==> src/core/frac_sdm_map.svh <==
// register layout, field positions, reset values and codes for the synthesizer core
`ifndef FRAC_SDM_MAP_SVH
`define FRAC_SDM_MAP_SVH

// ****************************************************************
// axi4-lite byte offsets
// ****************************************************************
`define OFF_WORD0      8'h00
`define OFF_WORD1      8'h04
`define OFF_WORD2      8'h08
`define OFF_WORD3      8'h0C
`define OFF_WORD4      8'h10
`define OFF_WORD5      8'h14
`define OFF_FRAC       8'h18
`define OFF_STATUS     8'h1C
`define OFF_PHASE_OUT  8'h20

// ****************************************************************
// field positions
// ****************************************************************
`define ADDR_LSB       0
`define ADDR_MSB       2
`define FIELD_LSB      3
`define FIELD_MSB      14
`define CLKMODE_LSB    15
`define CLKMODE_MSB    16
`define DITHER_BIT     17
`define CP_CUR_LSB     9
`define CP_CUR_MSB     12

// ****************************************************************
// reset values and codes
// ****************************************************************
`define RST_WORD       32'h0000_0000
`define RST_MODULUS    12'h002
`define LFSR_SEED      21'h1F_FFFF
`define LFSR_TAP       21'h14_0000
`define CP_BOOST_SHIFT 4

`endif

==> src/core/frac_sdm_pkg.sv <==
// shared types for the synthesizer digital core
package frac_sdm_pkg;

  // clock divider mode field of control word 3
  typedef enum logic [1:0] {
    clkdiv_off      = 2'b00,
    clkdiv_fastlock = 2'b01,
    clkdiv_resync   = 2'b10,
    clkdiv_rsvd     = 2'b11
  } clkdiv_mode_e;

  // settings handed to the noise shaper
  typedef struct packed {
    logic [11:0] modulus;
    logic [11:0] frac;
    logic [11:0] phase;
    logic dither;
  } shaper_cfg_s;

endpackage : frac_sdm_pkg

==> src/core/frac_sdm_fastlock_resync.sv <==
// top of the synthesizer control core: control words, fast lock, resync, noise shaper
//
// Behaviour
// mode 01 starts fast lock, loads timer
// wide bandwidth lasts timer-derived comparison cycles
// charge pump current sixteenfold during fast lock
// switch pin grounded during fast lock
// host initialises once, then writes word 3
// third-order shaper, divisor base 2..4095
// host keeps base >= 50 with dither
// shaper steps once per comparison cycle
// dither off repeat length follows base
// dither on repeat length 2^21
// phase word seeds the shaper
// mode 10 enables phase resync
// sync every count x base comparison cycles
// resync count from word 3 field
// divisor base from word 1 field
// resync on second sync after latch
// host picks interval above lock time
// phase word sets output phase step
// resync gives repeatable phase offset
// host keeps phase word constant
// latched word goes to addressed register
// host writes registers 5 down to 0
// fast lock lasts timer x base cycles
// mode 00: no fast lock, no sync
`timescale 1ns/1ps
`include "frac_sdm_map.svh"
module frac_sdm_fastlock_resync (
  // clock and reset (comparison clock)
  input wire logic clk,
  input wire logic rst_n,
  // comparison cycle strobe
  input wire logic compare_tick,
  // axi4-lite write address
  input wire logic [7:0] s_axi_awaddr,
  input wire logic s_axi_awvalid,
  output logic s_axi_awready,
  // axi4-lite write data
  input wire logic [31:0] s_axi_wdata,
  input wire logic [3:0] s_axi_wstrb,
  input wire logic s_axi_wvalid,
  output logic s_axi_wready,
  // axi4-lite write response
  output logic [1:0] s_axi_bresp,
  output logic s_axi_bvalid,
  input wire logic s_axi_bready,
  // axi4-lite read address
  input wire logic [7:0] s_axi_araddr,
  input wire logic s_axi_arvalid,
  output logic s_axi_arready,
  // axi4-lite read data
  output logic [31:0] s_axi_rdata,
  output logic [1:0] s_axi_rresp,
  output logic s_axi_rvalid,
  input wire logic s_axi_rready,
  // loop control outputs
  output logic fastlock_switch_pin_o,
  output logic fastlock_switch_pin_oe,
  output logic [7:0] cp_current_q,
  output logic sync_pulse_q,
  output logic phase_resync_q,
  output logic signed [3:0] divider_offset_q
);

  // ****************************************************************
  // state
  // ****************************************************************
  logic [31:0] word_q [6];
  logic [11:0] frac_q;
  logic aw_hold_q, w_hold_q;
  logic [7:0] awaddr_q;
  logic [31:0] wdata_q;
  logic latch_strobe;
  logic [2:0] latch_idx;
  logic [31:0] latch_word;
  logic [31:0] rd_mux;
  logic rd_ok;
  frac_sdm_pkg::clkdiv_mode_e mode;
  logic [11:0] modulus, clk_div;
  logic fast_active_q;
  logic [23:0] fast_cnt_q;
  logic [11:0] base_cnt_q, per_cnt_q;
  logic [1:0] sync_seen_q;
  logic resync_arm_q;
  logic sync_now;
  logic reseed;
  logic signed [3:0] shaper_dn;
  frac_sdm_pkg::shaper_cfg_s cfg;

  // ****************************************************************
  // write channel: address and data taken in either order
  // ****************************************************************
  // holding each half keeps the response honest when the two arrive apart
  always_ff @(posedge clk or negedge rst_n) begin
    if (!rst_n) begin
      aw_hold_q <= 1'b0;
      w_hold_q <= 1'b0;
      awaddr_q <= '0;
      wdata_q <= '0;
      s_axi_bvalid <= 1'b0;
      s_axi_bresp <= 2'b00;
    end else begin
      if (s_axi_awvalid && s_axi_awready) begin
        aw_hold_q <= 1'b1;
        awaddr_q <= s_axi_awaddr;
      end
      if (s_axi_wvalid && s_axi_wready) begin
        w_hold_q <= 1'b1;
        wdata_q <= s_axi_wdata;
      end
      if (aw_hold_q && w_hold_q && !s_axi_bvalid) begin
        aw_hold_q <= 1'b0;
        w_hold_q <= 1'b0;
        s_axi_bvalid <= 1'b1;
        s_axi_bresp <= (awaddr_q <= `OFF_FRAC && awaddr_q[1:0] == 2'b00) ? 2'b00 : 2'b10;
      end else if (s_axi_bvalid && s_axi_bready) begin
        s_axi_bvalid <= 1'b0;
      end
    end
  end

  assign s_axi_awready = !aw_hold_q && !s_axi_bvalid;
  assign s_axi_wready = !w_hold_q && !s_axi_bvalid;

  // a serial-style word write: low three bits address the control word
  always_comb begin
    latch_strobe = aw_hold_q && w_hold_q && !s_axi_bvalid;
    latch_word = wdata_q;
    latch_idx = wdata_q[`ADDR_MSB:`ADDR_LSB];
  end

  // control word store; byte strobes ignored, words are atomic
  always_ff @(posedge clk or negedge rst_n) begin
    if (!rst_n) begin
      for (int i = 0; i < 6; i++) word_q[i] <= `RST_WORD;
      frac_q <= '0;
    end else if (latch_strobe) begin
      if (awaddr_q <= `OFF_WORD5 && latch_idx < 3'd6) begin
        word_q[latch_idx] <= latch_word;
      end else if (awaddr_q == `OFF_FRAC) begin
        frac_q <= latch_word[11:0];
      end
    end
  end

  // ****************************************************************
  // read channel
  // ****************************************************************
  always_comb begin
    rd_mux = '0;
    rd_ok = 1'b1;
    case (s_axi_araddr)
      `OFF_WORD0: rd_mux = word_q[0];
      `OFF_WORD1: rd_mux = word_q[1];
      `OFF_WORD2: rd_mux = word_q[2];
      `OFF_WORD3: rd_mux = word_q[3];
      `OFF_WORD4: rd_mux = word_q[4];
      `OFF_WORD5: rd_mux = word_q[5];
      `OFF_FRAC: rd_mux = {20'h0_0000, frac_q};
      `OFF_STATUS: rd_mux = {26'h000_0000, sync_seen_q, resync_arm_q, phase_resync_q,
                             sync_pulse_q, fast_active_q};
      `OFF_PHASE_OUT: rd_mux = {28'h000_0000, divider_offset_q};
      default: rd_ok = 1'b0;
    endcase
  end

  // one-deep read; address taken only when no answer is pending
  always_ff @(posedge clk or negedge rst_n) begin
    if (!rst_n) begin
      s_axi_rvalid <= 1'b0;
      s_axi_rdata <= '0;
      s_axi_rresp <= 2'b00;
    end else if (s_axi_arvalid && s_axi_arready) begin
      s_axi_rvalid <= 1'b1;
      s_axi_rdata <= rd_mux;
      s_axi_rresp <= rd_ok ? 2'b00 : 2'b10;
    end else if (s_axi_rvalid && s_axi_rready) begin
      s_axi_rvalid <= 1'b0;
    end
  end

  assign s_axi_arready = !s_axi_rvalid;

  // ****************************************************************
  // field decode
  // ****************************************************************
  always_comb begin
    mode = frac_sdm_pkg::clkdiv_mode_e'(word_q[3][`CLKMODE_MSB:`CLKMODE_LSB]);
    clk_div = word_q[3][`FIELD_MSB:`FIELD_LSB];
    modulus = word_q[1][`FIELD_MSB:`FIELD_LSB];
    if (modulus < `RST_MODULUS) modulus = `RST_MODULUS;
  end

  // ****************************************************************
  // fast lock timer
  // ****************************************************************
  // writing word 3 with mode 01 restarts the wide-bandwidth interval
  always_ff @(posedge clk or negedge rst_n) begin
    if (!rst_n) begin
      fast_active_q <= 1'b0;
      fast_cnt_q <= '0;
    end else if (latch_strobe && awaddr_q <= `OFF_WORD5 && latch_idx == 3'd3) begin
      if (latch_word[`CLKMODE_MSB:`CLKMODE_LSB] == 2'b01
          && latch_word[`FIELD_MSB:`FIELD_LSB] != 12'h000) begin
        fast_active_q <= 1'b1;
        fast_cnt_q <= 24'(latch_word[`FIELD_MSB:`FIELD_LSB]) * 24'(modulus);
      end else begin
        fast_active_q <= 1'b0;
        fast_cnt_q <= '0;
      end
    end else if (fast_active_q && compare_tick) begin
      if (fast_cnt_q <= 24'h00_0001) begin
        fast_active_q <= 1'b0;
        fast_cnt_q <= '0;
      end else begin
        fast_cnt_q <= fast_cnt_q - 24'h00_0001;
      end
    end
  end

  // pin and pump current follow the timer a cycle later, all registered
  always_ff @(posedge clk or negedge rst_n) begin
    if (!rst_n) begin
      fastlock_switch_pin_o <= 1'b0;
      fastlock_switch_pin_oe <= 1'b0;
      cp_current_q <= '0;
    end else begin
      fastlock_switch_pin_o <= 1'b0;
      fastlock_switch_pin_oe <= fast_active_q;
      cp_current_q <= fast_active_q
        ? {word_q[2][`CP_CUR_MSB:`CP_CUR_LSB], 4'h0}
        : {4'h0, word_q[2][`CP_CUR_MSB:`CP_CUR_LSB]};
    end
  end

  // ****************************************************************
  // phase resync timer
  // ****************************************************************
  // nested counters: base cycles inside, period count outside
  always_comb begin
    sync_now = (mode == frac_sdm_pkg::clkdiv_resync) && compare_tick
               && base_cnt_q == modulus - 12'h001
               && per_cnt_q >= clk_div - 12'h001;
  end

  always_ff @(posedge clk or negedge rst_n) begin
    if (!rst_n) begin
      base_cnt_q <= '0;
      per_cnt_q <= '0;
    end else if (mode != frac_sdm_pkg::clkdiv_resync || clk_div == 12'h000) begin
      base_cnt_q <= '0;
      per_cnt_q <= '0;
    end else if (compare_tick) begin
      if (base_cnt_q >= modulus - 12'h001) begin
        base_cnt_q <= '0;
        per_cnt_q <= sync_now ? 12'h000 : per_cnt_q + 12'h001;
      end else begin
        base_cnt_q <= base_cnt_q + 12'h001;
      end
    end
  end

  // latch arms the resync; the second sync pulse after it fires it
  always_ff @(posedge clk or negedge rst_n) begin
    if (!rst_n) begin
      resync_arm_q <= 1'b0;
      sync_seen_q <= '0;
    end else if (latch_strobe) begin
      resync_arm_q <= 1'b1;
      sync_seen_q <= '0;
    end else if (resync_arm_q && sync_now && clk_div != 12'h000) begin
      if (sync_seen_q == 2'd1) begin
        resync_arm_q <= 1'b0;
        sync_seen_q <= 2'd2;
      end else begin
        sync_seen_q <= sync_seen_q + 2'd1;
      end
    end
  end

  assign reseed = resync_arm_q && sync_now && clk_div != 12'h000 && sync_seen_q == 2'd1;

  // registered sync and resync strobes
  always_ff @(posedge clk or negedge rst_n) begin
    if (!rst_n) begin
      sync_pulse_q <= 1'b0;
      phase_resync_q <= 1'b0;
      divider_offset_q <= '0;
    end else begin
      sync_pulse_q <= sync_now && clk_div != 12'h000;
      phase_resync_q <= reseed;
      divider_offset_q <= shaper_dn;
    end
  end

  // ****************************************************************
  // noise shaper
  // ****************************************************************
  always_comb begin
    cfg.modulus = modulus;
    cfg.frac = (frac_q < modulus) ? frac_q : modulus - 12'h001;
    cfg.phase = word_q[1][27:16];
    cfg.dither = word_q[2][`DITHER_BIT];
  end

  // reseeding at the resync instant restarts from the same phase each time
  noise_shaper #(
    .W(12)
  ) u_shaper (
    .clk(clk),
    .rst_n(rst_n),
    .step(compare_tick),
    .reseed(reseed),
    .cfg(cfg),
    .dn_q(shaper_dn)
  );

endmodule : frac_sdm_fastlock_resync

==> src/core/noise_shaper.sv <==
// third-order mash noise shaper with optional lfsr dither
`timescale 1ns/1ps
`include "frac_sdm_map.svh"
module noise_shaper #(
  parameter int W = 12
) (
  // clock and reset
  input wire logic clk,
  input wire logic rst_n,
  // control
  input wire logic step,
  input wire logic reseed,
  input frac_sdm_pkg::shaper_cfg_s cfg,
  // output
  output logic signed [3:0] dn_q
);

  logic [W-1:0] acc1_q, acc2_q, acc3_q;
  logic [W:0] s1, s2, s3;
  logic c1, c2, c3;
  logic c2_q, c3_q, c3_qq;
  logic [20:0] lfsr_q;
  logic [W-1:0] fr_in;

  // lsb dither stretches the period to the lfsr length
  always_comb begin
    fr_in = cfg.frac;
    if (cfg.dither && lfsr_q[0] && (cfg.frac < cfg.modulus - 12'h001)) begin
      fr_in = cfg.frac + 12'h001;
    end
  end

  // modular adders against the divisor base, one per stage
  always_comb begin
    s1 = {1'b0, acc1_q} + {1'b0, fr_in};
    c1 = (s1 >= {1'b0, cfg.modulus});
    if (c1) s1 = s1 - {1'b0, cfg.modulus};
    s2 = {1'b0, acc2_q} + s1;
    c2 = (s2 >= {1'b0, cfg.modulus});
    if (c2) s2 = s2 - {1'b0, cfg.modulus};
    s3 = {1'b0, acc3_q} + s2;
    c3 = (s3 >= {1'b0, cfg.modulus});
    if (c3) s3 = s3 - {1'b0, cfg.modulus};
  end

  // accumulators: first seeded from the phase word, others cleared, so with dither off the sequence repeats (the lfsr is not reseeded)
  always_ff @(posedge clk or negedge rst_n) begin
    if (!rst_n) begin
      acc1_q <= '0;
      acc2_q <= '0;
      acc3_q <= '0;
      c2_q <= 1'b0;
      c3_q <= 1'b0;
      c3_qq <= 1'b0;
      dn_q <= '0;
    end else if (reseed) begin
      acc1_q <= cfg.phase;
      acc2_q <= '0;
      acc3_q <= '0;
      c2_q <= 1'b0;
      c3_q <= 1'b0;
      c3_qq <= 1'b0;
      dn_q <= '0;
    end else if (step) begin
      acc1_q <= s1[W-1:0];
      acc2_q <= s2[W-1:0];
      acc3_q <= s3[W-1:0];
      c2_q <= c2;
      c3_q <= c3;
      c3_qq <= c3_q;
      // mash 1-1-1 combine: c1 + (1-z^-1)c2 + (1-z^-1)^2 c3
      dn_q <= 4'(signed'({3'b000, c1})) + 4'(signed'({3'b000, c2})) - 4'(signed'({3'b000, c2_q}))
            + 4'(signed'({3'b000, c3})) - 4'(signed'({2'b00, c3_q, 1'b0}))
            + 4'(signed'({3'b000, c3_qq}));
    end
  end

  // dither source, maximal length 2^21-1
  always_ff @(posedge clk or negedge rst_n) begin
    if (!rst_n) begin
      lfsr_q <= `LFSR_SEED;
    end else if (step && cfg.dither) begin
      lfsr_q <= lfsr_q[0] ? ((lfsr_q >> 1) ^ `LFSR_TAP) : (lfsr_q >> 1);
    end
  end

endmodule : noise_shaper

==> config.mk <==
export PLATFORM = sky130hd
export DESIGN_NAME = frac_sdm_fastlock_resync
export DESIGN_NICKNAME = d
export VERILOG_FILES = /design/src/core/frac_sdm_pkg.sv /design/src/core/frac_sdm_fastlock_resync.sv /design/src/core/noise_shaper.sv
export VERILOG_INCLUDE_DIRS = /design/src /design/src/core
export SDC_FILE = /design/constraint.sdc
export NUM_CORES = 1
export LEC_CHECK = 0
export ABC_CLOCK_PERIOD_IN_PS = 20700
export BUFFER_PORTS_ARGS = -buffer_cell sky130_fd_sc_hd__buf_2
export CORE_MARGIN = 2
export CORE_UTILIZATION = 40
export DETAILED_ROUTE_END_ITERATION = 12
export HOLD_SLACK_MARGIN = 0.15
export PLACE_DENSITY = 0.64
export RECOVER_POWER = 100
export SETUP_SLACK_MARGIN = 0.05
export SYNTH_ARGS = -nofsm -noshare
export SYNTH_HDL_FRONTEND = slang
export SYNTH_HIERARCHICAL = 1
export SYNTH_SLANG_ARGS = --single-unit
export TNS_END_PERCENT = 1
==> constraint.sdc <==
create_clock -name clk -period 20.7 [get_ports clk]
set_input_delay 1.035 -clock clk [delete_from_list [all_inputs] [get_ports clk]]
set_output_delay 1.035 -clock clk [all_outputs]
set_load 0.02 [all_outputs]
Word level (Yosys, flattened, before mapping)
Index checks and enable logic that the tools add are counted.
{ "totals": {"reg_bits": 415, "output_inout_bits": 57, "word_cells": 197} }
{ "classes": {"add_sub_neg": 18, "n_mul": 1, "n_lt_le_gt_ge": 14, "n_eq_ne": 15, "mux": 58, "bitwise": 3, "reduce_logical": 53} }
{ "op_table": {"columns": ["op", "count"], "rows": [
  ["one-hot mux 32 bit (9 select lines)", 1],
  ["2-to-1 mux 12 bit", 17],
  ["bitwise mux 192 bit", 1],
  ["demux 32 bit (select 3 bit)", 1],
  ["2-to-1 mux 24 bit", 4],
  ["== test 8 x 5 -> 1 bit (second input constant)", 5],
  ["greater-or-equal comparator 13 x 12 -> 1 bit", 3],
  ["adder 12 x 1 -> 12 bit (second input constant)", 3],
  ["2-to-1 mux 32 bit", 1],
  ["adder 12 x 13 -> 13 bit", 2],
  ["logical AND 1 bit", 26],
  ["2-to-1 mux 13 bit", 2],
  ["subtractor 13 x 12 -> 13 bit", 2],
  ["greater-or-equal comparator 12 bit", 2],
  ["<= comparator 24 x 1 -> 1 bit (second input constant)", 1],
  ["less-than comparator 12 bit", 2],
  ["multiplier 12 x 12 -> 24 bit", 1],
  ["nonzero test 12 bit", 2],
  ["subtractor 12 x 1 -> 12 bit (second input constant)", 2],
  ["subtractor 24 x 1 -> 24 bit (second input constant)", 1],
  ["2-to-1 mux 1 bit", 22],
  ["nonzero test 2 bit", 11],
  ["2-to-1 mux 21 bit", 1],
  ["== test 8 x 4 -> 1 bit (second input constant)", 2],
  ["other kinds (33)", 47]
]} }

Logic depth before layout (Yosys ltp)
Gate-level depths: netlist (run 1).
{ "logic_depth": {"ltp_word": 20, "ltp_mapped": 85} }

Modules after synthesis
Netlist (run 1), hierarchy kept.
{ "modules_own_cells": {"columns": ["module", "instances", "cells_each", "area_per_inst_um2"], "rows": [
  ["frac_sdm_fastlock_resync", 1, 2126, 21496.9],
  ["noise_shaper", 1, 805, 6974.2]
]} }

Least setup slack after synthesis (run 1)
Ideal clock, no wire load.
{ "synth_timing": {"path_type": "register to register", "from": "reg word_q[138] (netlist bit)", "to": "reg u_shaper.dn_q[2]", "setup_ns": 0.132, "t_arrival_ns": 15.036, "required_time_ns": 20.568, "setup_slack_ns": 5.532, "path_stages_with_launch": 84, "cell_sequence": "dfrtp_1 clkbuf_1 nor4_1 nand3_1 nand2b_1 buf_1 inv_1 ha_1 o21ai_0 a21oi_1 o31ai_1 o211ai_1 buf_2 mux2i_1 ha_1 o21a_1 o21a_1 o21a_1 [... 48 more ...] a21oi_1 xnor2_1 ha_1 inv_1 nor2_1 o21ai_0 a31oi_1 nor3_1 inv_1 a211oi_1 nor2_1 inv_2 fa_1 ha_1 xor2_1 nor2_1 a21oi_1 nor2_1"} }
{ "synth_lines": {"columns": ["element", "line_no", "text"], "rows": [
  ["start: declaration", "frac_sdm_fastlock_resync.sv:70", "logic [31:0] word_q [6];"],
  ["start signal: indexed assignment", "frac_sdm_fastlock_resync.sv:141", "word_q[latch_idx] <= latch_word;"],
  ["end signal: assignment", "noise_shaper.sv:72", "dn_q <= 4'(signed'({3'b000, c1})) + 4'(signed'({3'b000, c2})) - 4'(signed'({3'b000, c2_q}))"],
  ["end: declaration", "noise_shaper.sv:15", "output logic signed [3:0] dn_q"]
]} }

==> impl_metrics.json, run 1 <==
{
  "hold_viol_final": 0,
  "max_slew.worst_pin.slew_ns": 6.01,
  "cpPeakStageDelay_ns": 0.85,
  "timing.critical_path.slowest_stage_cell": "sky130_fd_sc_hd__or4_1",
  "placementRows": 97,
  "critical_path_peak_fanout": 19,
  "core_area_um2": 70300,
  "worstPathRequired_ns": 21.06,
  "timing.setup.tns_ns": 0,
  "synth_top_cell_by_area": "sky130_fd_sc_hd__dfrtp_1",
  "clock_sinks": 413,
  "path_delay_family": "compound AO/OA/AOI/OAI gates",
  "cp_num_buf_inv": 4,
  "die_area_um2": 73300,
  "drc_errors": 0,
  "root_buffer": "sky130_fd_sc_hd__clkbuf_16",
  "synth_area_per_cell_um2": 9.71,
  "starting_utilization_of_the_core_area_pct": 40.5,
  "synth_warnings": 6,
  "routed-via-count": 21708,
  "routabilityCongestion": 0.902,
  "path_class": "reg -> reg",
  "timing.max_slew.rel_slack_pct": -301,
  "dominantRegCellSynth": "sky130_fd_sc_hd__dfrtp_1",
  "die_x_um": 271,
  "hpwl_mm": 53.6,
  "grt_antenna_before_repair": 1,
  "postSynth.asyncResetShare_pct": 100,
  "maxCapViolCount": 18,
  "grt.total_usage_pct": 20.6,
  "postCtsHoldBufs": 0,
  "finalClockSkew_ns": 0.0445,
  "postCtsSetupRepairBufs": 0,
  "syn_inst": 2931,
  "cts_made_buffers": 44,
  "yosys-top-cells-count": "sky130_fd_sc_hd__dfrtp_1 (392), sky130_fd_sc_hd__nand2_1 (333), sky130_fd_sc_hd__inv_1 (230), sky130_fd_sc_hd__mux2_2 (224), sky130_fd_sc_hd__ha_1 (196)",
  "post-route-min-period_ns": 18.90,
  "vias_per_cell": 5.50,
  "rrSetupSlack_ns": 1.80,
  "detail_route.first_pass.iterations": 5,
  "synth_seq_area_share_pct": 36.4,
  "worst_ep_arrival_time_ns": 19.25,
  "cts-resized-gates": 0,
  "clk_path_buf_depth": 3,
  "worst_hold_path_type": "reg -> reg",
  "count_of_flip_flops_with_a_built_in_enable_after_synthesis": 0,
  "floorplan.die.height_um": 271,
  "global_route_wire_length_before_repair_mm": 121,
  "finalCritPeriodShare_pct": 91.3,
  "grt_setup_unrepaired": "false",
  "ctsHtreeMaxLevel": 2,
  "antenna_violating_nets_post_route": 0,
  "reg_clk_slew_reported_paths_ns": 0.07,
  "synthTopCellsByArea": "sky130_fd_sc_hd__dfrtp_1 (34%), sky130_fd_sc_hd__mux2_2 (8.9%), sky130_fd_sc_hd__ha_1 (8.6%)",
  "finalSetupViolCount": 0,
  "grt_residual_overflow": 0,
  "grt_max_degree": 112,
  "timing.final.max_slew_violations": 884,
  "critPathCaptureType": "register",
  "critical_path.most_common_cell": "sky130_fd_sc_hd__ha_1",
  "diodes_inserted": 0,
  "clock_tree_from_tritoncts": "yes",
  "via_count_of_the_first_global_routing_pass": 21788,
  "drt_iter0_markers": 1540,
  "flow.area_growth_from_synthesis_pct": 10.1,
  "post_synth_num_cell_types": 86,
  "final_stage_net_count": 3336,
  "ys_ff_latch": 413,
  "run_status": "finished with violations",
  "worstSetupStartpointType": "register",
  "timing.fmax_mhz": 52.9,
  "post_route_cells_drive_above_1_share_pct": 14.1,
  "synth_area_um2": 28500,
  "layout.core_utilization_pct": 44.6,
  "route.detailed.wl_per_inst_um": 19.2,
  "yosysMostFrequentCell": "sky130_fd_sc_hd__dfrtp_1",
  "clkLatencyLatePin_ns": 0.60,
  "design.portCount": 117,
  "failing_checks": "capacitance limit, slew limit",
  "whs_ns": 0.379,
  "yosys.area.top_type_share_pct": 34.5,
  "count_of_buffers_inserted_at_the_top_level_ports": 109,
  "drt_wl_total_mm": 75.6
}
[routing by layer]
layer | GRT usage (%) | share of wire (%)
met5 | 0 | 0
met2 | 34.7 | 48
met4 | 5.07 | 2.1
met3 | 2.72 | 5.1
met1 | 28.1 | 45
[layout make-up]
cell class                 count  area (um2)
fill                        6666       38900
multi-input combinational   2129       16700
sequential                   413       10400
clock buffer                  57        1210
tap                          940        1180
inverter                     232         871
timing repair buffer         152         732
clock inverter                23         332
[per-stage QoR]
stage | cell area [um2] | setup slack (ns) | std cells
floorplan | 28500 | 5.53 | 2933
global placement | 30000 | 2.13 | 3866
detailed placement | 30000 | 2.00 | 3866
CTS | 31500 | 1.91 | 3946
global route | 31300 | 0.196 | 3946
finish | 31300 | 1.80 | 3946
[cell families after synthesis]
kind of cell | after synthesis | synth area share, %
xor+xnor | 128 | 3.94
buf+inv | 391 | 5.27
flops | 413 | 36.4
mux | 296 | 11.4
other cells | 1 | 0.0132
fa+ha+maj | 304 | 16.2
simple gates | 871 | 14.5
compound gates | 527 | 12.2
[layout by cell type, fill, tap and decap left out, drive strengths merged, types with 13 or more instances in the layout]
cell	Yosys	final
mux2i	72	72
ha	196	196
a31oi	20	20
or2	13	13
dfrtp	392	392
a21oi	111	111
and2	81	81
a22oi	18	18
clkbuf	117	130
nand2b	19	19
o21a	23	23
xnor2	98	98
o21ai	156	156
nand2	333	333
nor4	20	20
mux2	224	224
a211oi	13	13
inv	231	236
nor2b	25	25
a22o	16	16
and3	19	19
xor2	30	30
a21o	28	28
nand4	37	37
o221ai	13	13
fa	108	108
o211ai	18	18
nand3	56	56
nor3	57	57
a221oi	19	19
buf	42	79
nor2	172	172
dfstp	21	21
[flip-flops by register name, summed over array words and instances, names as in the netlist, 2 cells and up]
signal and count:
u_shaper/dn_q 4, u_shaper/acc1_q 12, u_shaper/acc2_q 12, latch_word 32, frac_q 12, u_shaper/lfsr_q 21, sync_seen_q 2, base_cnt_q 12
fast_cnt_q 24, divider_offset_q 4, cfg 13, mode 2, u_shaper/acc3_q 12, word_q 165, cp_current_q 8, s_axi_rdata 32
per_cnt_q 12, clk_div 12, awaddr_q 8
[path summary, 6_finish.rpt]
kind,depth (start not counted),to,startpoint
min in group asynchronous,1,u_shaper/acc3_q[10]$_DFFE_PN0P_,rst_n
setup reg to reg,75,u_shaper/dn_q[2]$_DFFE_PN0P_,word_q[138]$_DFFE_PN0P_
hold reg to reg,0,divider_offset_q[3]$_DFF_PN0_,u_shaper/dn_q[3]$_DFFE_PN0P_
max in group asynchronous,3,clk_div[5]$_DFFE_PN0P_,rst_n
hold / removal,0,divider_offset_q[3]$_DFF_PN0_,u_shaper/dn_q[3]$_DFFE_PN0P_
setup / recovery,75,u_shaper/dn_q[2]$_DFFE_PN0P_,word_q[138]$_DFFE_PN0P_
Power of run 1 is left out: the tool's default activity adds up to more than one toggle a clock period on the data nets, which glitch-free logic cannot reach.
==> run 2: changes to the inputs <==
- CORE_ASPECT_RATIO: default -> 1.1
- REMOVE_ABC_BUFFERS: default -> 1
==> impl_metrics.json, run 2 (same netlist as run 1, synthesis figures left out) <==
{
  "postCtsHoldBufs": 0,
  "grt_antenna_before_repair": 2,
  "critical_path_peak_fanout": 19,
  "cts_made_buffers": 43,
  "root_buffer": "sky130_fd_sc_hd__clkbuf_16",
  "clkLatencyLatePin_ns": 0.60,
  "core_area_um2": 70400,
  "routabilityCongestion": 0.864,
  "hpwl_mm": 53.9,
  "final_stage_net_count": 3331,
  "path_delay_family": "compound AO/OA/AOI/OAI gates",
  "clk_path_buf_depth": 3,
  "run_status": "finished with violations",
  "design.portCount": 117,
  "flow.area_growth_from_synthesis_pct": 9.89,
  "reg_clk_slew_reported_paths_ns": 0.06,
  "post_route_cells_drive_above_1_share_pct": 13.9,
  "cp_num_buf_inv": 5,
  "clock_sinks": 413,
  "path_class": "reg -> reg",
  "max_slew.worst_pin.slew_ns": 5.43,
  "number_of_cell_instances_on_the_worst_register_to_register_path": 76,
  "largest_register_ffs": 165,
  "grt_max_degree": 99,
  "grt_setup_unrepaired": "false",
  "detail_route.first_pass.iterations": 5,
  "crit_cells": 76,
  "grt_residual_overflow": 0,
  "finalClockSkew_ns": 0.0244,
  "antenna_violating_nets_post_route": 0,
  "timing.setup.tns_ns": 0,
  "whs_ns": 0.385,
  "count_of_buffers_inserted_at_the_top_level_ports": 109,
  "timing.max_slew.rel_slack_pct": -262,
  "global_route_wire_length_before_repair_mm": 122,
  "failing_checks": "capacitance limit, slew limit",
  "worstSetupStartpointType": "register",
  "die_area_um2": 73300,
  "largest_reg_by_ff_count": "word_q",
  "route.detailed.wl_per_inst_um": 19.2,
  "worstPathRequired_ns": 21.06,
  "place_ws_ns": 2.00,
  "die_x_um": 258,
  "worst_ep_arrival_time_ns": 19.06,
  "drt_iter0_markers": 1105,
  "ctsHtreeMaxLevel": 2,
  "clock_tree_from_tritoncts": "yes",
  "grt.total_usage_pct": 20.7,
  "final_critical_path_setup_slack_ns": 2.00,
  "starting_utilization_of_the_core_area_pct": 40.4,
  "timing.fmax_mhz": 53.5,
  "finalSetupViolCount": 0,
  "post-route-min-period_ns": 18.70,
  "floorplan.die.height_um": 284,
  "layout.cells.most_common": "sky130_fd_sc_hd__dfrtp_1",
  "placementRows": 102,
  "critPathCaptureType": "register",
  "finalCritPeriodShare_pct": 90.4,
  "critical_path.most_common_cell": "sky130_fd_sc_hd__ha_1",
  "postCtsSetupRepairBufs": 0,
  "mostFrequentLayoutCells": "sky130_fd_sc_hd__dfrtp_1 (392), sky130_fd_sc_hd__nand2_1 (333), sky130_fd_sc_hd__inv_1 (230), sky130_fd_sc_hd__mux2_2 (208), sky130_fd_sc_hd__ha_1 (196)",
  "diodes_inserted": 0,
  "drt_wl_total_mm": 75.7,
  "worst_hold_path_type": "reg -> reg",
  "cpPeakStageDelay_ns": 0.84,
  "drc_errors": 0,
  "hold_viol_final": 0,
  "timing.critical_path.slowest_stage_cell": "sky130_fd_sc_hd__or4_1",
  "routed-via-count": 21607,
  "vias_per_cell": 5.49,
  "hold_depth": 0,
  "via_count_of_the_first_global_routing_pass": 21917,
  "timing.final.max_slew_violations": 806,
  "maxCapViolCount": 16
}
-- run 2: final cells by class --
cell class	count	area, um2
clock buffer	58	1260
tap	936	1170
sequential	413	10400
clock inverter	19	292
fill	6842	39200
timing repair buffer	148	704
multi-input combinational	2129	16600
inverter	232	871
-- run 2: worst paths after layout --
kind / startpoint / to / slack [ns]
max: word_q[138]$_DFFE_PN0P_ / u_shaper/dn_q[2]$_DFFE_PN0P_ / 2.00
min: u_shaper/dn_q[1]$_DFFE_PN0P_ / divider_offset_q[1]$_DFF_PN0_ / 0.39
max reg2reg: word_q[138]$_DFFE_PN0P_ / u_shaper/dn_q[2]$_DFFE_PN0P_ / 2.00
min reg2reg: u_shaper/dn_q[1]$_DFFE_PN0P_ / divider_offset_q[1]$_DFF_PN0_ / 0.39
max in group asynchronous: rst_n / word_q[19]$_DFFE_PN0P_ / 9.59
min in group asynchronous: rst_n / per_cnt_q[3]$_DFFE_PN0P_ / 2.45
-- run 2: metrics by stage --
stage	util, %	area (um2)	std cells
after floorplan	-	27800	2774
after global placement	42.5	29900	3858
after detailed placement	42.5	29900	3858
after CTS	44.7	31500	3935
after global routing	44.4	31300	3935
final	44.4	31300	3935
-- run 2: metal layers --
layer,routed length (um),track usage [%],share of wire (%)
met1,32800,26.8,43
met2,36900,35.6,49
met5,24,0,0.032
met4,2330,6.88,3.1
met3,3610,2.89,4.8
-- run 2: repair_timing --
action	4_1_cts	5_1_grt
setup endpoints to repair	0	1
gates resized for setup	0	1
endpoints found under the hold margin	0	0
Power of run 2 is left out for the same reason.
==> run 3: changes to the inputs <==
- CELL_PAD_IN_SITES_DETAIL_PLACEMENT: default -> 1
- CELL_PAD_IN_SITES_GLOBAL_PLACEMENT: default -> 1
- PLACE_DENSITY: 0.64 -> 0.76
==> impl_metrics.json, run 3 (same netlist as run 1, synthesis figures left out) <==
{
  "finalClockSkew_ns": 0.0229,
  "core_area_um2": 70400,
  "route.detailed.wl_per_inst_um": 21.9,
  "starting_utilization_of_the_core_area_pct": 40.4,
  "floorplan.die.height_um": 284,
  "layout.cells.most_common": "sky130_fd_sc_hd__dfrtp_1",
  "worstPathRequired_ns": 21.04,
  "cpPeakStageDelay_ns": 0.88,
  "grt.total_usage_pct": 23.6,
  "drt_iter0_markers": 1293,
  "cts_made_buffers": 45,
  "design.portCount": 117,
  "multiInputGateArea_um2": 16600,
  "sequential_cell_area_um2": 10400,
  "hpwl_mm": 62.4,
  "grt_max_degree": 104,
  "ctsHtreeMaxLevel": 2,
  "worst_ep_arrival_time_ns": 19.15,
  "run_status": "finished with violations",
  "timing.final.max_slew_violations": 917,
  "reg_clk_slew_reported_paths_ns": 0.06,
  "vias_per_cell": 5.70,
  "path_delay_family": "compound AO/OA/AOI/OAI gates",
  "count_of_buffers_inserted_at_the_top_level_ports": 109,
  "routabilityCongestion": 0.897,
  "grt_antenna_before_repair": 0,
  "clock_sinks": 413,
  "drc_errors": 0,
  "flow.area_growth_from_synthesis_pct": 9.94,
  "largest_register_ffs": 165,
  "clk_path_buf_depth": 3,
  "filler_cell_count": 7985,
  "cp_num_buf_inv": 7,
  "placementRows": 102,
  "critical_path.most_common_cell": "sky130_fd_sc_hd__ha_1",
  "hold_viol_final": 0,
  "postCtsHoldBufs": 0,
  "antenna_violating_nets_post_route": 0,
  "die_area_um2": 73300,
  "detail_route.first_pass.iterations": 5,
  "final_stage_net_count": 3341,
  "global_route_wire_length_before_repair_mm": 139,
  "post_route_cells_drive_above_1_share_pct": 14.0,
  "root_buffer": "sky130_fd_sc_hd__clkbuf_16",
  "path_class": "reg -> reg",
  "grt_setup_unrepaired": "false",
  "layout.core_utilization_pct": 44.4,
  "worstSetupStartpointType": "register",
  "timing.max_slew.rel_slack_pct": -289,
  "die_x_um": 258,
  "finalSetupViolCount": 0,
  "finalCritPeriodShare_pct": 90.8,
  "post-route-min-period_ns": 18.80,
  "routed-via-count": 22507,
  "via_count_of_the_first_global_routing_pass": 25083,
  "timing.setup.tns_ns": 0,
  "clkLatencyLatePin_ns": 0.60,
  "maxCapViolCount": 19,
  "final_design_area_no_fill_um2": 31300,
  "mostFrequentLayoutCells": "sky130_fd_sc_hd__dfrtp_1 (392), sky130_fd_sc_hd__nand2_1 (332), sky130_fd_sc_hd__inv_1 (230), sky130_fd_sc_hd__mux2_2 (207), sky130_fd_sc_hd__ha_1 (196)",
  "failing_checks": "capacitance limit, slew limit",
  "critical_path_peak_fanout": 19,
  "max_slew.worst_pin.slew_ns": 5.83,
  "diodes_inserted": 0,
  "clock_tree_from_tritoncts": "yes",
  "timing.fmax_mhz": 53.2,
  "critPathCaptureType": "register",
  "grt_residual_overflow": 0,
  "drt_wl_total_mm": 86.5,
  "timing.critical_path.slowest_stage_cell": "sky130_fd_sc_hd__or4_1",
  "worst_hold_path_type": "reg -> reg",
  "largest_reg_by_ff_count": "word_q",
  "placed_cell_area_um2": 29900
}
run 3: through the flow:
stage / instances / hold WS [ns] / setup WS, ns
finish: 3947 / 0.377 / 1.90
CTS: 3941 / 0.378 / 1.19
detailed placement: 3860 / 0.362 / 1.28
global placement: 3860 / 0.368 / 2.03
global route: 3947 / 0.386 / 0.199
floorplan: 2774 / 0.354 / 4.35
run 3: metal layers:
layer | part of all wire, % | track usage, % | vias to the layer above | wire length, um
li1 | - | - | 10244 | -
met1 | 41 | 28.2 | 11619 | 35800
met2 | 51 | 42.8 | 465 | 44300
met3 | 3.4 | 2.87 | 179 | 2930
met4 | 4.0 | 9.64 | 0 | 3480
met5 | 0 | 0 | - | 0
run 3: final timing paths:
| check | from | to | slack (ns) | cells past startpoint |
|---|---|---|---|---|
| max | word_q[138]$_DFFE_PN0P_ | u_shaper/dn_q[2]$_DFFE_PN0P_ | 1.90 | 77 |
| min | u_shaper/dn_q[2]$_DFFE_PN0P_ | divider_offset_q[2]$_DFF_PN0_ | 0.38 | 0 |
| max reg2reg | word_q[138]$_DFFE_PN0P_ | u_shaper/dn_q[2]$_DFFE_PN0P_ | 1.90 | 77 |
| min reg2reg | u_shaper/dn_q[2]$_DFFE_PN0P_ | divider_offset_q[2]$_DFF_PN0_ | 0.38 | 0 |
| max in group asynchronous | rst_n | aw_hold_q$_DFFE_PN0P_ | 9.05 | 3 |
| min in group asynchronous | rst_n | u_shaper/acc3_q[3]$_DFFE_PN0P_ | 2.57 | 1 |
run 3: layout make-up:
class	instances	share of cell area [%]
Clock buffer	67	4.28
Clock inverter	14	0.544
Inverter	232	2.78
Multi-Input combinational cell	2129	53.1
Sequential cell	413	33.1
Tap cell	936	3.74
Timing Repair Buffer	156	2.45
run 3: repair_timing:
action | 4_1_cts | 5_1_grt
endpoints found under the setup margin | 0 | 4
gates resized for setup | 0 | 2
buffers inserted | 0 | 6
Power of run 3 is left out for the same reason.
